### config.mk
export PLATFORM = sky130hd
export DESIGN_NAME = remote_io_control_registers
export DESIGN_NICKNAME = d
export VERILOG_FILES = /design/src/rtl/remote_io_control_registers.v
export VERILOG_INCLUDE_DIRS = /design/src /design/src/common
export SDC_FILE = /design/constraint.sdc
export NUM_CORES = 1
export LEC_CHECK = 0
export BUFFER_PORTS_ARGS = -buffer_cell sky130_fd_sc_hd__buf_2
export CAP_MARGIN = 20
export CORE_ASPECT_RATIO = 0.7
export CORE_MARGIN = 3
export CORE_UTILIZATION = 45
export DETAILED_ROUTE_END_ITERATION = 6
export SLEW_MARGIN = 15
export SYNTH_ARGS = -nofsm -noshare
export SYNTH_HDL_FRONTEND = slang
export SYNTH_SLANG_ARGS = --single-unit
### constraint.sdc
create_clock -name clk_i -period 5 [get_ports clk_i]
set_input_delay 1 -clock clk_i [delete_from_list [all_inputs] [get_ports clk_i]]
set_output_delay 1 -clock clk_i [all_outputs]
set_load 0.02 [all_outputs]
### src/common/remote_io_defs.vh
// Register addresses, reset values, variant counts and timing constants of the remote I/O bank
`ifndef REMOTE_IO_DEFS_VH
`define REMOTE_IO_DEFS_VH
// Coil addresses
`define COIL_OUT_STATE 16'h0000
`define COIL_CLR_HIGH 16'h0020
`define COIL_CLR_LOW 16'h0021
`define COIL_CLR_CNT 16'h0022
`define COIL_SAVE 16'h003C
`define COIL_PWM_EN 16'h0064
`define COIL_LATCH_EN 16'h0096
`define COIL_CNT_EN 16'h0097
`define COIL_FREQ_EN 16'h00BE
`define COIL_PWRON 16'h00EB
`define COIL_SAFE 16'h010B
// Discrete input addresses
`define DI_HIGH_LATCH 16'h0020
// Holding register addresses
`define HR_RESET_CAUSE 16'h00FF
`define HR_WDT_TIMEOUT 16'h0101
`define HR_WDT_EVENTS 16'h0102
`define HR_MODULE_NAME 16'h0103
`define HR_CONN_TIMEOUT 16'h0107
`define HR_SYS_TIMEOUT 16'h0108
// Reset values and codes
`define WDT_TIMEOUT_RST 16'h0000
`define CONN_TIMEOUT_RST 16'h0000
`define SYS_TIMEOUT_RST 16'h0000
`define CAUSE_POWER_ON 16'h0001
`define CAUSE_WATCHDOG 16'h0002
`define CAUSE_COMMAND 16'h0003
// Enable thresholds in seconds
`define WDT_MIN_S 16'h0005
`define CONN_MIN_S 16'h0005
`define SYS_MIN_S 16'h001E
// Channel counts of the variant (two of each)
`define OUT_CHANNELS 8'h02
`define IN_CHANNELS 8'h02
// Timing
`define CLK_HZ 25000000
`define SECOND_CYCLES (`CLK_HZ)
`endif

### src/rtl/remote_io_control_registers.v
// Register bank of the remote digital I/O module: coils, discrete inputs and holding registers
`timescale 1ns/1ps
`default_nettype none
`include "remote_io_defs.vh"

module remote_io_control_registers #(
    parameter SECOND_CYCLES = `SECOND_CYCLES,
    parameter [15:0] MODULE_NAME = 16'h5A5A // Arbitrary identification value
) (
    input wire clk_i,
    input wire rst_b_i,
    input wire en_i,
    // Register access from the protocol engine, same clock
    input wire coil_wr_i,
    input wire coil_rd_i,
    input wire di_rd_i,
    input wire hr_wr_i,
    input wire hr_rd_i,
    input wire [15:0] addr_i,
    input wire [15:0] wdata_i,
    output reg [15:0] rdata_o,
    output reg rvalid_o,
    output reg rerr_o,
    // Events
    input wire host_activity_i,
    input wire cmd_reset_i,
    input wire wdt_reset_i,
    input wire [`IN_CHANNELS-1:0] din_i,
    input wire flash_busy_i,
    // Block outputs
    output reg [`OUT_CHANNELS-1:0] dout_o,
    output reg [`OUT_CHANNELS-1:0] pwm_en_o,
    output reg [`IN_CHANNELS-1:0] cnt_en_o,
    output reg [`IN_CHANNELS-1:0] freq_en_o,
    output reg latch_en_o,
    output reg [`IN_CHANNELS-1:0] cnt_clr_o,
    output reg save_o,
    output reg [`IN_CHANNELS-1:0] high_latch_o,
    output reg [`IN_CHANNELS-1:0] low_latch_o,
    output reg safe_state_o,
    output reg conn_timeout_en_o,
    output reg sys_timeout_en_o,
    output reg [15:0] conn_timeout_o,
    output reg [15:0] sys_timeout_o,
    output reg [7:0] in_count_o,
    output reg [7:0] out_count_o
);

function in_range;
    input [15:0] a;
    input [15:0] base;
    input [7:0] n;
    begin
        in_range = (a >= base) && (a < base + {8'h00, n});
    end
endfunction

// Coil and flag bits read back in bit 0 of the word
function [15:0] bit_word;
    input b;
    begin
        bit_word = {15'h0000, b};
    end
endfunction

// A timeout only runs from its threshold upward; smaller values mean off
function at_least;
    input [15:0] v;
    input [15:0] lim;
    begin
        at_least = (v >= lim);
    end
endfunction

// Pulse coils act only on a written 1; a written 0 is accepted and does nothing
function pulse_hit;
    input wr;
    input [15:0] a;
    input [15:0] target;
    input b;
    begin
        pulse_hit = wr && (a == target) && b;
    end
endfunction

////////////////////////////////////////////////////////////////////////////////
// State

reg [`OUT_CHANNELS-1:0] out_state_r;
reg [`OUT_CHANNELS-1:0] pwm_en_r;
reg [`OUT_CHANNELS-1:0] pwron_r;
reg [`OUT_CHANNELS-1:0] safe_r;
reg [`IN_CHANNELS-1:0] cnt_en_r;
reg [`IN_CHANNELS-1:0] freq_en_r;
reg latch_en_r;
reg [`IN_CHANNELS-1:0] hi_latch_r;
reg [`IN_CHANNELS-1:0] lo_latch_r;
reg [15:0] cause_r;
reg [15:0] wdt_to_r;
reg [15:0] wdt_events_r;
reg [15:0] conn_to_r;
reg [15:0] sys_to_r;
reg [31:0] tick_r;
reg [15:0] wdt_sec_r;
reg wdt_fault_r;
reg pwron_done_r;
reg [`IN_CHANNELS-1:0] din_s1_r;
reg [`IN_CHANNELS-1:0] din_s2_r;
reg [`IN_CHANNELS-1:0] din_prev_r;

// Pin inputs through two flip-flops
always @(posedge clk_i or negedge rst_b_i) begin
    if (!rst_b_i) begin
        din_s1_r <= {`IN_CHANNELS{1'b0}};
        din_s2_r <= {`IN_CHANNELS{1'b0}};
        din_prev_r <= {`IN_CHANNELS{1'b0}};
    end else if (en_i) begin
        din_s1_r <= din_i;
        din_s2_r <= din_s1_r;
        din_prev_r <= din_s2_r;
    end
end

wire coil_we = coil_wr_i;
wire hit_out = in_range(addr_i, `COIL_OUT_STATE, `OUT_CHANNELS);
wire hit_pwm = in_range(addr_i, `COIL_PWM_EN, `OUT_CHANNELS);
wire hit_pwron = in_range(addr_i, `COIL_PWRON, `OUT_CHANNELS);
wire hit_safe = in_range(addr_i, `COIL_SAFE, `OUT_CHANNELS);
wire hit_cnt = in_range(addr_i, `COIL_CNT_EN, `IN_CHANNELS);
wire hit_freq = in_range(addr_i, `COIL_FREQ_EN, `IN_CHANNELS);
wire hit_clr = in_range(addr_i, `COIL_CLR_CNT, `IN_CHANNELS);
wire hit_hl = in_range(addr_i, `DI_HIGH_LATCH, `IN_CHANNELS);
wire [15:0] oidx_out = addr_i - `COIL_OUT_STATE;
wire [15:0] oidx_pwm = addr_i - `COIL_PWM_EN;
wire [15:0] oidx_pwron = addr_i - `COIL_PWRON;
wire [15:0] oidx_safe = addr_i - `COIL_SAFE;
wire [15:0] iidx_cnt = addr_i - `COIL_CNT_EN;
wire [15:0] iidx_freq = addr_i - `COIL_FREQ_EN;
wire [15:0] iidx_clr = addr_i - `COIL_CLR_CNT;
wire [15:0] iidx_hl = addr_i - `DI_HIGH_LATCH;
wire bitv = wdata_i[0];
wire wdt_enabled = at_least(wdt_to_r, `WDT_MIN_S);
wire sec_tick = (tick_r == SECOND_CYCLES - 1);
wire wdt_expire = wdt_enabled && !wdt_fault_r && sec_tick && (wdt_sec_r + 16'h0001 >= wdt_to_r);
wire clr_hi = pulse_hit(coil_we, addr_i, `COIL_CLR_HIGH, bitv);
wire clr_lo = pulse_hit(coil_we, addr_i, `COIL_CLR_LOW, bitv);
wire [`IN_CHANNELS-1:0] rise = din_s2_r & ~din_prev_r;
wire [`IN_CHANNELS-1:0] fall = ~din_s2_r & din_prev_r;

////////////////////////////////////////////////////////////////////////////////
// Coils and holding registers

always @(posedge clk_i or negedge rst_b_i) begin
    if (!rst_b_i) begin
        out_state_r <= {`OUT_CHANNELS{1'b0}};
        pwm_en_r <= {`OUT_CHANNELS{1'b0}};
        pwron_r <= {`OUT_CHANNELS{1'b0}};
        safe_r <= {`OUT_CHANNELS{1'b0}};
        cnt_en_r <= {`IN_CHANNELS{1'b0}};
        freq_en_r <= {`IN_CHANNELS{1'b0}};
        latch_en_r <= 1'b0;
        wdt_to_r <= `WDT_TIMEOUT_RST;
        conn_to_r <= `CONN_TIMEOUT_RST;
        sys_to_r <= `SYS_TIMEOUT_RST;
        pwron_done_r <= 1'b0;
    end else if (en_i) begin
        // Power-on values load once after reset; a later write still wins
        if (!pwron_done_r) begin
            out_state_r <= pwron_r;
            pwron_done_r <= 1'b1;
        end
        if (coil_we) begin
            if (hit_out)
                out_state_r[oidx_out[0]] <= bitv;
            if (hit_pwm)
                pwm_en_r[oidx_pwm[0]] <= bitv;
            if (hit_pwron)
                pwron_r[oidx_pwron[0]] <= bitv;
            if (hit_safe)
                safe_r[oidx_safe[0]] <= bitv;
            if (hit_cnt)
                cnt_en_r[iidx_cnt[0]] <= bitv;
            if (hit_freq)
                freq_en_r[iidx_freq[0]] <= bitv;
            if (addr_i == `COIL_LATCH_EN)
                latch_en_r <= bitv;
        end
        if (hr_wr_i) begin
            case (addr_i)
                `HR_WDT_TIMEOUT: wdt_to_r <= wdata_i;
                `HR_CONN_TIMEOUT: conn_to_r <= wdata_i;
                `HR_SYS_TIMEOUT: sys_to_r <= wdata_i;
                default: ;
            endcase
        end
    end
end

////////////////////////////////////////////////////////////////////////////////
// Input latches, set wins over clear

always @(posedge clk_i or negedge rst_b_i) begin
    if (!rst_b_i) begin
        hi_latch_r <= {`IN_CHANNELS{1'b0}};
        lo_latch_r <= {`IN_CHANNELS{1'b0}};
    end else if (en_i) begin
        hi_latch_r <= ((clr_hi ? {`IN_CHANNELS{1'b0}} : hi_latch_r)
                      | (latch_en_r ? rise : {`IN_CHANNELS{1'b0}}));
        lo_latch_r <= ((clr_lo ? {`IN_CHANNELS{1'b0}} : lo_latch_r)
                      | (latch_en_r ? fall : {`IN_CHANNELS{1'b0}}));
    end
end

////////////////////////////////////////////////////////////////////////////////
// Host watchdog, reset cause and event counter

reg [15:0] wdt_sec_nxt;
reg wdt_fault_nxt;
reg [15:0] wdt_events_nxt;
always @* begin
    wdt_sec_nxt = wdt_sec_r;
    wdt_fault_nxt = wdt_fault_r;
    wdt_events_nxt = wdt_events_r;
    // An expiry in the same cycle as host traffic still counts: the set wins
    if (!wdt_enabled) begin
        wdt_sec_nxt = 16'h0000;
        wdt_fault_nxt = 1'b0;
    end else if (wdt_expire) begin
        wdt_fault_nxt = 1'b1;
        wdt_events_nxt = wdt_events_r + 16'h0001;
    end else if (host_activity_i) begin
        // Activity restarts the count and ends a fault; outputs return to their coils
        wdt_sec_nxt = 16'h0000;
        wdt_fault_nxt = 1'b0;
    end else if (sec_tick && !wdt_fault_r) begin
        wdt_sec_nxt = wdt_sec_r + 16'h0001;
    end
end

always @(posedge clk_i or negedge rst_b_i) begin
    if (!rst_b_i) begin
        tick_r <= 32'h00000000;
        wdt_sec_r <= 16'h0000;
        wdt_fault_r <= 1'b0;
        wdt_events_r <= 16'h0000;
        cause_r <= `CAUSE_POWER_ON;
    end else if (en_i) begin
        if (sec_tick)
            tick_r <= 32'h00000000;
        else
            tick_r <= tick_r + 32'h00000001;
        wdt_sec_r <= wdt_sec_nxt;
        wdt_fault_r <= wdt_fault_nxt;
        wdt_events_r <= wdt_events_nxt;
        // A processor reset request is recorded before the system reset lands
        if (wdt_reset_i)
            cause_r <= `CAUSE_WATCHDOG;
        else if (cmd_reset_i)
            cause_r <= `CAUSE_COMMAND;
    end
end

////////////////////////////////////////////////////////////////////////////////
// Read port and outputs

reg [15:0] rd_nxt;
reg err_nxt;
always @* begin
    rd_nxt = 16'h0000;
    err_nxt = 1'b0;
    if (coil_rd_i) begin
        if (hit_out)
            rd_nxt = bit_word(out_state_r[oidx_out[0]]);
        else if (hit_pwm)
            rd_nxt = bit_word(pwm_en_r[oidx_pwm[0]]);
        else if (hit_pwron)
            rd_nxt = bit_word(pwron_r[oidx_pwron[0]]);
        else if (hit_safe)
            rd_nxt = bit_word(safe_r[oidx_safe[0]]);
        else if (hit_cnt)
            rd_nxt = bit_word(cnt_en_r[iidx_cnt[0]]);
        else if (hit_freq)
            rd_nxt = bit_word(freq_en_r[iidx_freq[0]]);
        else if (addr_i == `COIL_LATCH_EN)
            rd_nxt = bit_word(latch_en_r);
        else
            err_nxt = 1'b1; // Write-only pulse coils are not readable
    end else if (di_rd_i) begin
        if (hit_hl)
            rd_nxt = bit_word(hi_latch_r[iidx_hl[0]]);
        else
            err_nxt = 1'b1;
    end else if (hr_rd_i) begin
        case (addr_i)
            `HR_RESET_CAUSE: rd_nxt = cause_r;
            `HR_WDT_TIMEOUT: rd_nxt = wdt_to_r;
            `HR_WDT_EVENTS: rd_nxt = wdt_events_r;
            `HR_MODULE_NAME: rd_nxt = MODULE_NAME;
            `HR_CONN_TIMEOUT: rd_nxt = conn_to_r;
            `HR_SYS_TIMEOUT: rd_nxt = sys_to_r;
            default: err_nxt = 1'b1;
        endcase
    end
end

integer i;
reg [`IN_CHANNELS-1:0] clr_nxt;
always @* begin
    clr_nxt = {`IN_CHANNELS{1'b0}};
    for (i = 0; i < `IN_CHANNELS; i = i + 1)
        if (coil_we && hit_clr && bitv && iidx_clr[0] == i[0])
            clr_nxt[i] = 1'b1;
end

always @(posedge clk_i or negedge rst_b_i) begin
    if (!rst_b_i) begin
        rdata_o <= 16'h0000;
        rvalid_o <= 1'b0;
        rerr_o <= 1'b0;
        dout_o <= {`OUT_CHANNELS{1'b0}};
        pwm_en_o <= {`OUT_CHANNELS{1'b0}};
        cnt_en_o <= {`IN_CHANNELS{1'b0}};
        freq_en_o <= {`IN_CHANNELS{1'b0}};
        latch_en_o <= 1'b0;
        cnt_clr_o <= {`IN_CHANNELS{1'b0}};
        save_o <= 1'b0;
        high_latch_o <= {`IN_CHANNELS{1'b0}};
        low_latch_o <= {`IN_CHANNELS{1'b0}};
        safe_state_o <= 1'b0;
        conn_timeout_en_o <= 1'b0;
        sys_timeout_en_o <= 1'b0;
        conn_timeout_o <= 16'h0000;
        sys_timeout_o <= 16'h0000;
        in_count_o <= 8'h00;
        out_count_o <= 8'h00;
    end else if (en_i) begin
        rdata_o <= rd_nxt;
        rvalid_o <= coil_rd_i | di_rd_i | hr_rd_i;
        rerr_o <= err_nxt;
        dout_o <= wdt_fault_r ? safe_r : out_state_r;
        // PWM is relay-unfriendly; the enable is passed on, forced off only during a watchdog fault, and policing it is left to software
        pwm_en_o <= wdt_fault_r ? {`OUT_CHANNELS{1'b0}} : pwm_en_r;
        cnt_en_o <= cnt_en_r;
        freq_en_o <= freq_en_r;
        latch_en_o <= latch_en_r;
        cnt_clr_o <= clr_nxt;
        save_o <= pulse_hit(coil_we, addr_i, `COIL_SAVE, bitv) && !flash_busy_i;
        high_latch_o <= hi_latch_r;
        low_latch_o <= lo_latch_r;
        safe_state_o <= wdt_fault_r;
        conn_timeout_en_o <= at_least(conn_to_r, `CONN_MIN_S);
        sys_timeout_en_o <= at_least(sys_to_r, `SYS_MIN_S);
        conn_timeout_o <= conn_to_r;
        sys_timeout_o <= sys_to_r;
        in_count_o <= `IN_CHANNELS;
        out_count_o <= `OUT_CHANNELS;
    end
end

endmodule
`default_nettype wire

==> Word-level counts from Yosys, hierarchy flattened <==
Cells that the tools add are included.
{ "op_classes": {"n_addsub": 10, "order_cmp": 33, "n_eq_ne": 14, "mux": 78, "bitwise_logic": 9, "n_reduce_logical": 46} }
{ "op_table": {"columns": ["cell", "count"], "rows": [
  ["2-to-1 mux 16 bit", 9],
  ["one-hot mux 16 bit (6 select lines)", 1],
  ["equality test 16 x 9 -> 1 bit (second input constant)", 5],
  ["equality test 16 x 6 -> 1 bit (second input constant)", 3],
  [">= comparator 16 x 8 -> 1 bit (second input constant)", 3],
  ["< comparator 16 x 8 -> 1 bit (second input constant)", 3],
  ["2-to-1 mux 1 bit", 45],
  ["AND reduction 3 bit", 11],
  ["adder 16 x 1 -> 16 bit (second input constant)", 2],
  ["adder 32 x 1 -> 32 bit (second input constant)", 1],
  ["equality test 16 x 8 -> 1 bit (second input constant)", 2],
  ["equality test 32 x 25 -> 1 bit (second input constant)", 1],
  [">= comparator 16 x 3 -> 1 bit (second input constant)", 2],
  [">= comparator 16 x 6 -> 1 bit (second input constant)", 2],
  ["< comparator 16 x 6 -> 1 bit (second input constant)", 2],
  ["2-to-1 mux 32 bit", 1],
  ["logical AND 1 bit", 29],
  ["2-to-1 mux 2 bit", 10],
  [">= comparator 16 x 1 -> 1 bit (second input constant)", 1],
  [">= comparator 16 bit", 1],
  [">= comparator 16 x 5 -> 1 bit (second input constant)", 1],
  [">= comparator 16 x 7 -> 1 bit (second input constant)", 1],
  [">= comparator 16 x 9 -> 1 bit (second input constant)", 1],
  ["< comparator 16 x 2 -> 1 bit (second input constant)", 1],
  ["18 further kinds", 52]
]} }
{ "totals": {"register_bits": 222, "in_bits": 46, "out_inout_bits": 85, "wordCells": 228} }

==> Logic depth before layout (Yosys ltp) <==
Gate-level depths: netlist of the first run.
{ "logic_depth": {"ltp_word": 10, "ltp_mapped": 14, "ltp_nobuf": 12} }

==> Least setup slack after synthesis of the first run <==
Ideal clock, no wire load.
{ "synth_timing": {"path_kind": "input -> register", "start": "input port addr_i[12]", "end": "register sys_to_r[10]", "setup_time_ns": 0.125, "arrival_ns": 3.108, "required_ns": 4.875, "path_slack_ns": 1.767, "path_stages": 8, "path_buffers": 3, "path_cell_list": "nor4_1 > and4_1 > and2_1 > clkbuf_1 > and3_1 > buf_2 > buf_2 > mux2_2"} }
{ "synth_via": {"elab_chain_cells": 2} }
{ "synth_rtl": {"columns": ["item", "line_no", "source"], "rows": [
  ["start: declaration", "remote_io_control_registers.v:19", "input wire [15:0] addr_i,"],
  ["equality test 16 x 9 -> 1 bit", "remote_io_control_registers.v:189", "case (addr_i)"],
  ["AND reduction 3 bit (no source line)", null, null],
  ["end signal: assignment", "remote_io_control_registers.v:164", "sys_to_r <= `SYS_TIMEOUT_RST;"],
  ["end signal: assignment", "remote_io_control_registers.v:192", "`HR_SYS_TIMEOUT: sys_to_r <= wdata_i;"],
  ["end: declaration", "remote_io_control_registers.v:102", "reg [15:0] sys_to_r;"]
]} }
No other way between the ends.
A chain may end at the register's enable or synchronous reset.

==> Worst setup path in the final report of the first run <==
{ "layout_timing": {"start": "register wdt_sec_r[2]", "end": "register wdt_sec_r[10]"} }
{ "layout_via": {"elab_chain_cells": 5, "word_cells_on_any_way": 9, "cone_classes": "add/sub (1); order compare (1); eq/ne (1); mux (4); reduce/logical (2)"} }
{ "layout_rtl": {"columns": ["item", "line_no", "source"], "rows": [
  ["start: declaration", "remote_io_control_registers.v:104", "reg [15:0] wdt_sec_r;"],
  ["start signal: assignment", "remote_io_control_registers.v:252", "wdt_sec_r <= wdt_sec_nxt;"],
  ["adder 16 x 1 -> 16 bit *", "remote_io_control_registers.v:144, remote_io_control_registers.v:236", null],
  [">= comparator 16 bit / 2-to-1 mux 16 bit (equally long branches)", "remote_io_control_registers.v:144, remote_io_control_registers.v:235", null],
  ["logical AND 1 bit / 2-to-1 mux 16 bit (equally long branches)", "remote_io_control_registers.v:144, remote_io_control_registers.v:231", null],
  ["inequality test 2 bit (no source line) / 2-to-1 mux 16 bit (equally long branches)", null, null],
  ["AND reduction 3 bit (no source line) / 2-to-1 mux 16 bit (equally long branches)", null, null]
]} }
Mark *: on every way between the ends. The rest lies on a longest branch, timed or not. The select of a mux whose other input is x is not followed.

==> results.yml, run 1 <==
power:
  power_frac_clock: 0.458
  power_uw: 3670
  swShare: 0.244
  pwr-share-comb: 0.062
  power_density_nw_per_um2: 304
  power_switching_uw: 894
  pwr-share-seq: 0.480
  p_leak_uw: 0.00566
  p_int_uw: 2780
  vdd_drop_max_v: 0.000237
sta:
  period_share: 0.776
  worst_pin_slew_ns: 0.933
  rsz0062_at_grt: "false"
  maxSlewHeadroom: 0.378
  max_freq_mhz: 258
  totalNegativeSetupSlack_ns: 0
  min_period_ns: 3.88
  setup_viol: 0
  finalMaxSlewViolations: 0
  worst_clock_skew_ns: 0.0251
  hold_violations: 0
synthesis:
  synth.avg_cell_area_sq_um: 10.9
  ys_async_sr_fraction: 1.00
  synth_warnings: 0
  syn_inst: 967
  synth-edff-count: 0
  ys.flop_type: "dfrtp_1"
  synth_cell_type_count: 69
  synth_seq_cells: 208
  ys_seq_area_frac: 0.495
  netlist_area_sq_um: 10500
worst_setup_path:
  reg2reg_from: "wdt_sec_r[2]"
  crit_path_start_kind: "flop"
  crit_top_cell: "o21a_1"
  startpoint: "wdt_sec_r[2]"
  slowest_delay_ns: 0.57
  cp_slowest_cell: "a2111oi_0"
  crit_chain: "nand4_1, nor2_1, and4_1, xor2_1, ha_1, a21oi_1, o21a_1, o311ai_0, a2111oi_0, o21a_1, buf_4, mux2i_1"
  reg2reg_to: "wdt_sec_r[10]"
  cp_top_family: "compound AO/OA/AOI/OAI gates"
  crit_required_ns: 5.44
  critical_path.n_buffers_inverters: 1
  rrSetupSlack_ns: 1.12
  path_class: "reg -> reg"
  reg2reg_depth: 12
  critPathArrivalTime_ns: 4.32
  end_kind: "flop"
  cp_max_fo: 9
worst_hold_path:
  hold_path_class: "reg -> reg"
  hold_start: "wdt_events_r[15]"
  whs_path_depth: 1
  hold_end: "wdt_events_r[15]"
clocking:
  cts_hold_buf: 0
  root_buffer: "clkbuf_16"
  cts-resized-gates: 0
  cts.clk_slew.worst_paths_ns: 0.07
  postCtsSetupBuffers: 0
  cts_tree: "built"
  clock_sinks: 208
  clock_latency_ns: 0.52
  cts_buffer_depth: 3
  cts_made_buffers: 22
  cts_max_level: 1
place:
  dpl.cell_count: 1363
  post_dp_cell_area_sq_um: 11300
  dp_hpwl_um: 21400
  gp_congestion: 0.967
  io_buffer_count: 116
floorplan:
  start_util: 0.461
  ios: 131
  rows: 46
  die_w_um: 189
  die_y_um: 134
  dieArea_sq_um: 25200
  core_area_sq_um: 22800
global_routing:
  antenna_found_initial: 1
  grt_pass1_vias: 7681
  overflow: 0
  grt_usage: 0.232
  grt_first_pass_wirelength_um: 46300
  grt_max_degree: 106
detailed_routing:
  wl_per_cell_um: 20.9
  vias: 8195
  vias_per_cell: 5.84
  ant_nets: 0
  drt-total-wl_um: 29400
  drc: 0
  drtIter0Drc: 728
  dr.pass1.iters: 5
final_layout:
  areaGrowthSynthToFinish_pct: 15.0
  final_cell_count_no_fill: 1404
  nNetsFinal: 1141
  nFillCells: 2075
  stdcell_area_sq_um: 12100
  layout-drive-gt1-share: 0.262
job:
  cap_violations: 0
status:
  status: "finished clean"
[sequential cells by signal, indices dropped and copies added, names as in the netlist, 16 cells and up]
| name | cells |
|---|---|
| conn_to_r | 16 |
| wdt_to_r | 16 |
| sys_timeout_o | 16 |
| tick_r | 32 |
| wdt_events_r | 16 |
| rdata_o | 16 |
| conn_timeout_o | 16 |
| sys_to_r | 16 |
| wdt_sec_r | 16 |
[synth_stat cells, drive strengths merged, types with 4 or more instances]
master   number  area share
nor4b        11      0.0092
mux2        107        0.11
xor2         22       0.018
inv          43       0.015
nand2b        9      0.0054
o21ai        25       0.012
nor2         52       0.019
or2           6      0.0036
a32o          6      0.0057
nor2b         4      0.0024
buf          28       0.019
nor4         32       0.020
nand4        26       0.015
a21oi        23       0.011
nand2        75       0.027
and3         19       0.011
a22oi         7      0.0050
nand3        29       0.014
o21a          4      0.0029
clkbuf       31       0.011
a221oi        5      0.0042
mux2i        19       0.018
nand4b        6      0.0050
and4          6      0.0050
ha           19       0.023
or4           8      0.0057
and2          8      0.0048
a31oi         5      0.0036
xnor2        35       0.029
or3          10      0.0060
dfrtp       207        0.49
a22o          4      0.0033
nor3         16      0.0076
o2bb2ai      18       0.015
[placed cells by master, fill, tap and decap left out, drive strengths merged, types with 7 or more instances in the layout]
master,instances
nand2,75
a22oi,7
o2bb2ai,18
nor3,16
nor4,32
nand3,29
ha,19
o21ai,25
inv,44
or4,8
mux2,107
nand4,26
buf,130
nand2b,9
xnor2,35
dfrtp,207
and2,8
conb,14
mux2i,19
clkbuf,30
and3,19
or3,10
a21oi,23
xor2,22
nor4b,11
nor2,52
[worst max path at each step]
stage / end / slack (ns) / cells after the start
2_1_floorplan: sys_to_r[10] / 1.77 / 8
3_3_place_gp: wdt_sec_r[9] / 1.28 / 12
3_5_place_dp: wdt_sec_r[10] / 1.14 / 12
4_1_cts: wdt_sec_r[10] / 1.14 / 12
5_1_grt: wdt_sec_r[10] / 0.71 / 12
6_report: wdt_sec_r[10] / 1.12 / 12
[cells by family (layout without fill, tap and decap cells)]
kind of cell | after synthesis | count (layout) | share of synthesized area
adders and majority gates | 19 | 19 | 0.0226
AOI/OAI and AO/OA | 126 | 126 | 0.0862
buffers and inverters | 102 | 213 | 0.0452
DFF | 208 | 208 | 0.495
and+or+nand+nor | 328 | 328 | 0.170
muxes | 126 | 126 | 0.133
xor gates and xnor gates | 57 | 57 | 0.0475
other | 1 | 15 | 0.000357
[stage by stage]
stage / setup slack [ns] / hold WS, ns / util
6_report: 1.12 / 0.481 / 0.530
5_1_grt: 0.710 / 0.503 / 0.530
4_1_cts: 1.14 / 0.477 / 0.530
3_5_place_dp: 1.14 / 0.468 / 0.497
3_3_place_gp: 1.28 / 0.460 / 0.497
2_1_floorplan: 1.77 / 0.436 / -
[layer usage]
| layer | GRT usage | vias to the layer above | routed length [um] |
|---|---|---|---|
| met5 | 0 | - | 0 |
| met4 | 0.0347 | 0 | 408 |
| met3 | 0.0475 | 28 | 2330 |
| met2 | 0.292 | 307 | 11300 |
| met1 | 0.402 | 4130 | 15400 |
| li1 | - | 3730 | - |
[worst register-to-register path: cells and delay by family (launching register included)]
| family | cells | cell delay (ns) |
|---|---|---|
| XOR/XNOR | 1 | 0.17 |
| adder cells (fa/ha/maj) | 1 | 0.27 |
| AND/OR/NAND/NOR | 3 | 0.84 |
| AO/OA/AOI/OAI | 5 | 1.54 |
| flip-flops | 1 | 0.47 |
| multiplexers | 1 | 0.22 |
| buffers and inverters | 1 | 0.29 |
[cell type report]
cell class | count | area, sq um | share of cell area
antenna | 1 | 2.50 | 0.000207
clock buffer | 29 | 617 | 0.0511
clock inverter | 10 | 125 | 0.0104
inverter | 43 | 161 | 0.0134
multi-input combinational | 670 | 4870 | 0.403
sequential | 208 | 5210 | 0.431
tap | 312 | 390 | 0.0323
timing repair buffer | 131 | 704 | 0.0583
[power by group through the flow]
stage / logic [uW] / registers (uW) / clock network, uW
6_report: 229 / 1760 / 1680
5_1_grt: 256 / 1770 / 1790
4_1_cts: 230 / 1760 / 1710
3_5_place_dp: 229 / 1790 / 0
3_3_place_gp: 228 / 1790 / 0
2_1_floorplan: 128 / 1790 / 0
No activity file was read; power rests on OpenSTA's default activity.
==> run 2: changes to the inputs <==
PLACE_DENSITY = 0.67   (was default)
clock period = 3.3 ns   (was 5 ns; I/O delays follow)
==> run 2 against run 1 <==
  * Global-route usage shrank 0.11 points
  * Register-to-register slack got worse by 0.98 ns
  * Die area did not move
  * Power is 50% higher
  * Sequential power rose by 52%
  * Cell area up 2.8%
  * Clock power up 48%
  * Sequential share of layout area is 1.1 points lower
  * Routed wire length is 0.43% higher
  * Worst hold slack worse by 0.29 ns
  * Via count grew 1.3%
  * Combinational power grew 55%
==> results.yml, run 2 (synthesis gave the netlist of run 1 again) <==
worst_setup_path:
  crit_required_ns: 3.70
  reg2reg_depth: 14
  path_class: "reg -> reg"
  reg2reg_from: "wdt_sec_r[4]"
  cp_max_fo: 7
  rrSetupSlack_ns: 0.14
  end_kind: "flop"
  crit_path_start_kind: "flop"
  reg2reg_to: "wdt_events_r[14]"
  critPathArrivalTime_ns: 3.56
clocking:
  clock_latency_ns: 0.51
  cts_tree: "built"
  cts_made_buffers: 22
  root_buffer: "clkbuf_16"
  cts.clk_slew.worst_paths_ns: 0.07
  clock_sinks: 208
  cts_max_level: 1
  cts_buffer_depth: 3
floorplan:
  core_area_sq_um: 22800
  dieArea_sq_um: 25200
  ios: 131
  start_util: 0.461
  rows: 46
  die_w_um: 189
  die_y_um: 134
final_layout:
  nNetsFinal: 1171
  final_cell_count_no_fill: 1436
  layout-drive-gt1-share: 0.296
  largest_reg_flops: 32
  regMostFlops: "tick_r"
  final_cell_mix: "206 x dfrtp_1, 114 x buf_2, 107 x mux2_2"
  final_common_cell: "dfrtp_1"
  fin_util: 0.545
  stdcell_area_sq_um: 12400
  areaGrowthSynthToFinish_pct: 18.1
detailed_routing:
  drtIter0Drc: 916
  drc: 0
  vias: 8299
  ant_nets: 0
  vias_per_cell: 5.78
  dr.pass1.iters: 7
  drt-total-wl_um: 29500
  wl_per_cell_um: 20.5
sta:
  maxSlewHeadroom: 0.522
  setup_viol: 0
  hold_violations: 0
  worst_pin_slew_ns: 0.717
  rsz0062_at_grt: "true"
  worst_clock_skew_ns: 0.0101
  finalMaxSlewViolations: 0
  min_period_ns: 3.16
  max_freq_mhz: 317
  period_share: 0.957
place:
  dp_hpwl_um: 21600
  dpl.cell_count: 1387
  gp_congestion: 0.935
  post_dp_cell_area_sq_um: 11500
  io_buffer_count: 116
status:
  status: "finished clean"
global_routing:
  overflow: 0
  antenna_found_initial: 1
  grt_usage: 0.230
  grt_first_pass_wirelength_um: 46100
  grt_pass1_vias: 7774
  grt_max_degree: 85
power:
  power_density_nw_per_um2: 443
  vdd_drop_max_v: 0.000333
  p_leak_uw: 0.00584
worst_hold_path:
  hold_path_class: "in -> async"
job:
  cap_violations: 0
run 2: cell types whose count changed in the layout (fill, tap and decap cells not counted), moves of 2 or more:
| cell | change |
|---|---|
| buf_4 | +25 |
| buf_12 | +3 |
| clkinvlp_4 | +3 |
| a21oi_1 | -2 |
| a21oi_2 | +2 |
run 2: layout make-up:
class,instances,area [sq um]
Sequential cell,208,5210
Clock inverter,12,114
Antenna cell,2,5.00
Timing Repair Buffer,161,988
Clock buffer,28,613
Multi-Input combinational cell,670,4930
Inverter,43,161
Tap cell,312,390
Fill cell,2026,10400
run 2: per-layer routing:
| layer | global-route usage | vias up | wire, um |
|---|---|---|---|
| met5 | 0 | - | 0 |
| met4 | 0.0360 | 0 | 382 |
| met3 | 0.0475 | 29 | 2440 |
| met2 | 0.306 | 344 | 11800 |
| met1 | 0.386 | 4130 | 14900 |
| li1 | - | 3796 | - |
run 2: worst max-delay path by stage:
stage                 startpoint          endpoint  slack (ns)
floorplan           wdt_sec_r[2]     wdt_sec_r[10]        0.13
global placement    wdt_sec_r[1]     wdt_sec_r[10]        0.13
detailed placement  wdt_sec_r[1]      wdt_sec_r[1]       -0.03
CTS                 wdt_sec_r[1]      wdt_sec_r[1]        0.03
global route        wdt_sec_r[4]      wdt_sec_r[1]       -0.02
finish              wdt_sec_r[4]  wdt_events_r[14]        0.14
run 2: power breakdown:
part	internal, uW	switching, uW
clock network	1410	1070
logic	121	233
registers	2610	57.0
run 2: through the flow:
stage	setup WS [ns]	power, uW	hold WS, ns	TNS [ns]
2_1_floorplan	0.134	2900	0.364	0
3_3_place_gp	0.132	3060	0.458	0
3_5_place_dp	-0.0257	3060	0.457	-0.118
4_1_cts	0.0344	5550	0.220	0
5_1_grt	-0.0249	5700	0.228	-0.0439
6_report	0.143	5500	0.191	0
run 2: repair_timing:
action	4_1_cts	5_1_grt
cloned	0	2
pin swaps	0	8
gates resized for setup	1	17
buffers inserted	0	4
endpoints found under the setup margin	12	31
hold buffers	0	0
run 2: worst max-delay path: stages (launching register included):
cell and delay [ns]:
dfrtp_1 0.39, nand4_1 0.24, buf_4 0.22, nor3_4 0.15
and3_4 0.22, xnor2_2 0.07, ha_1 0.30, nand2_1 0.06
o21a_1 0.22, o311ai_2 0.10, buf_4 0.17, a21oi_1 0.10
buf_4 0.19, or4_1 0.49, xnor2_1 0.14
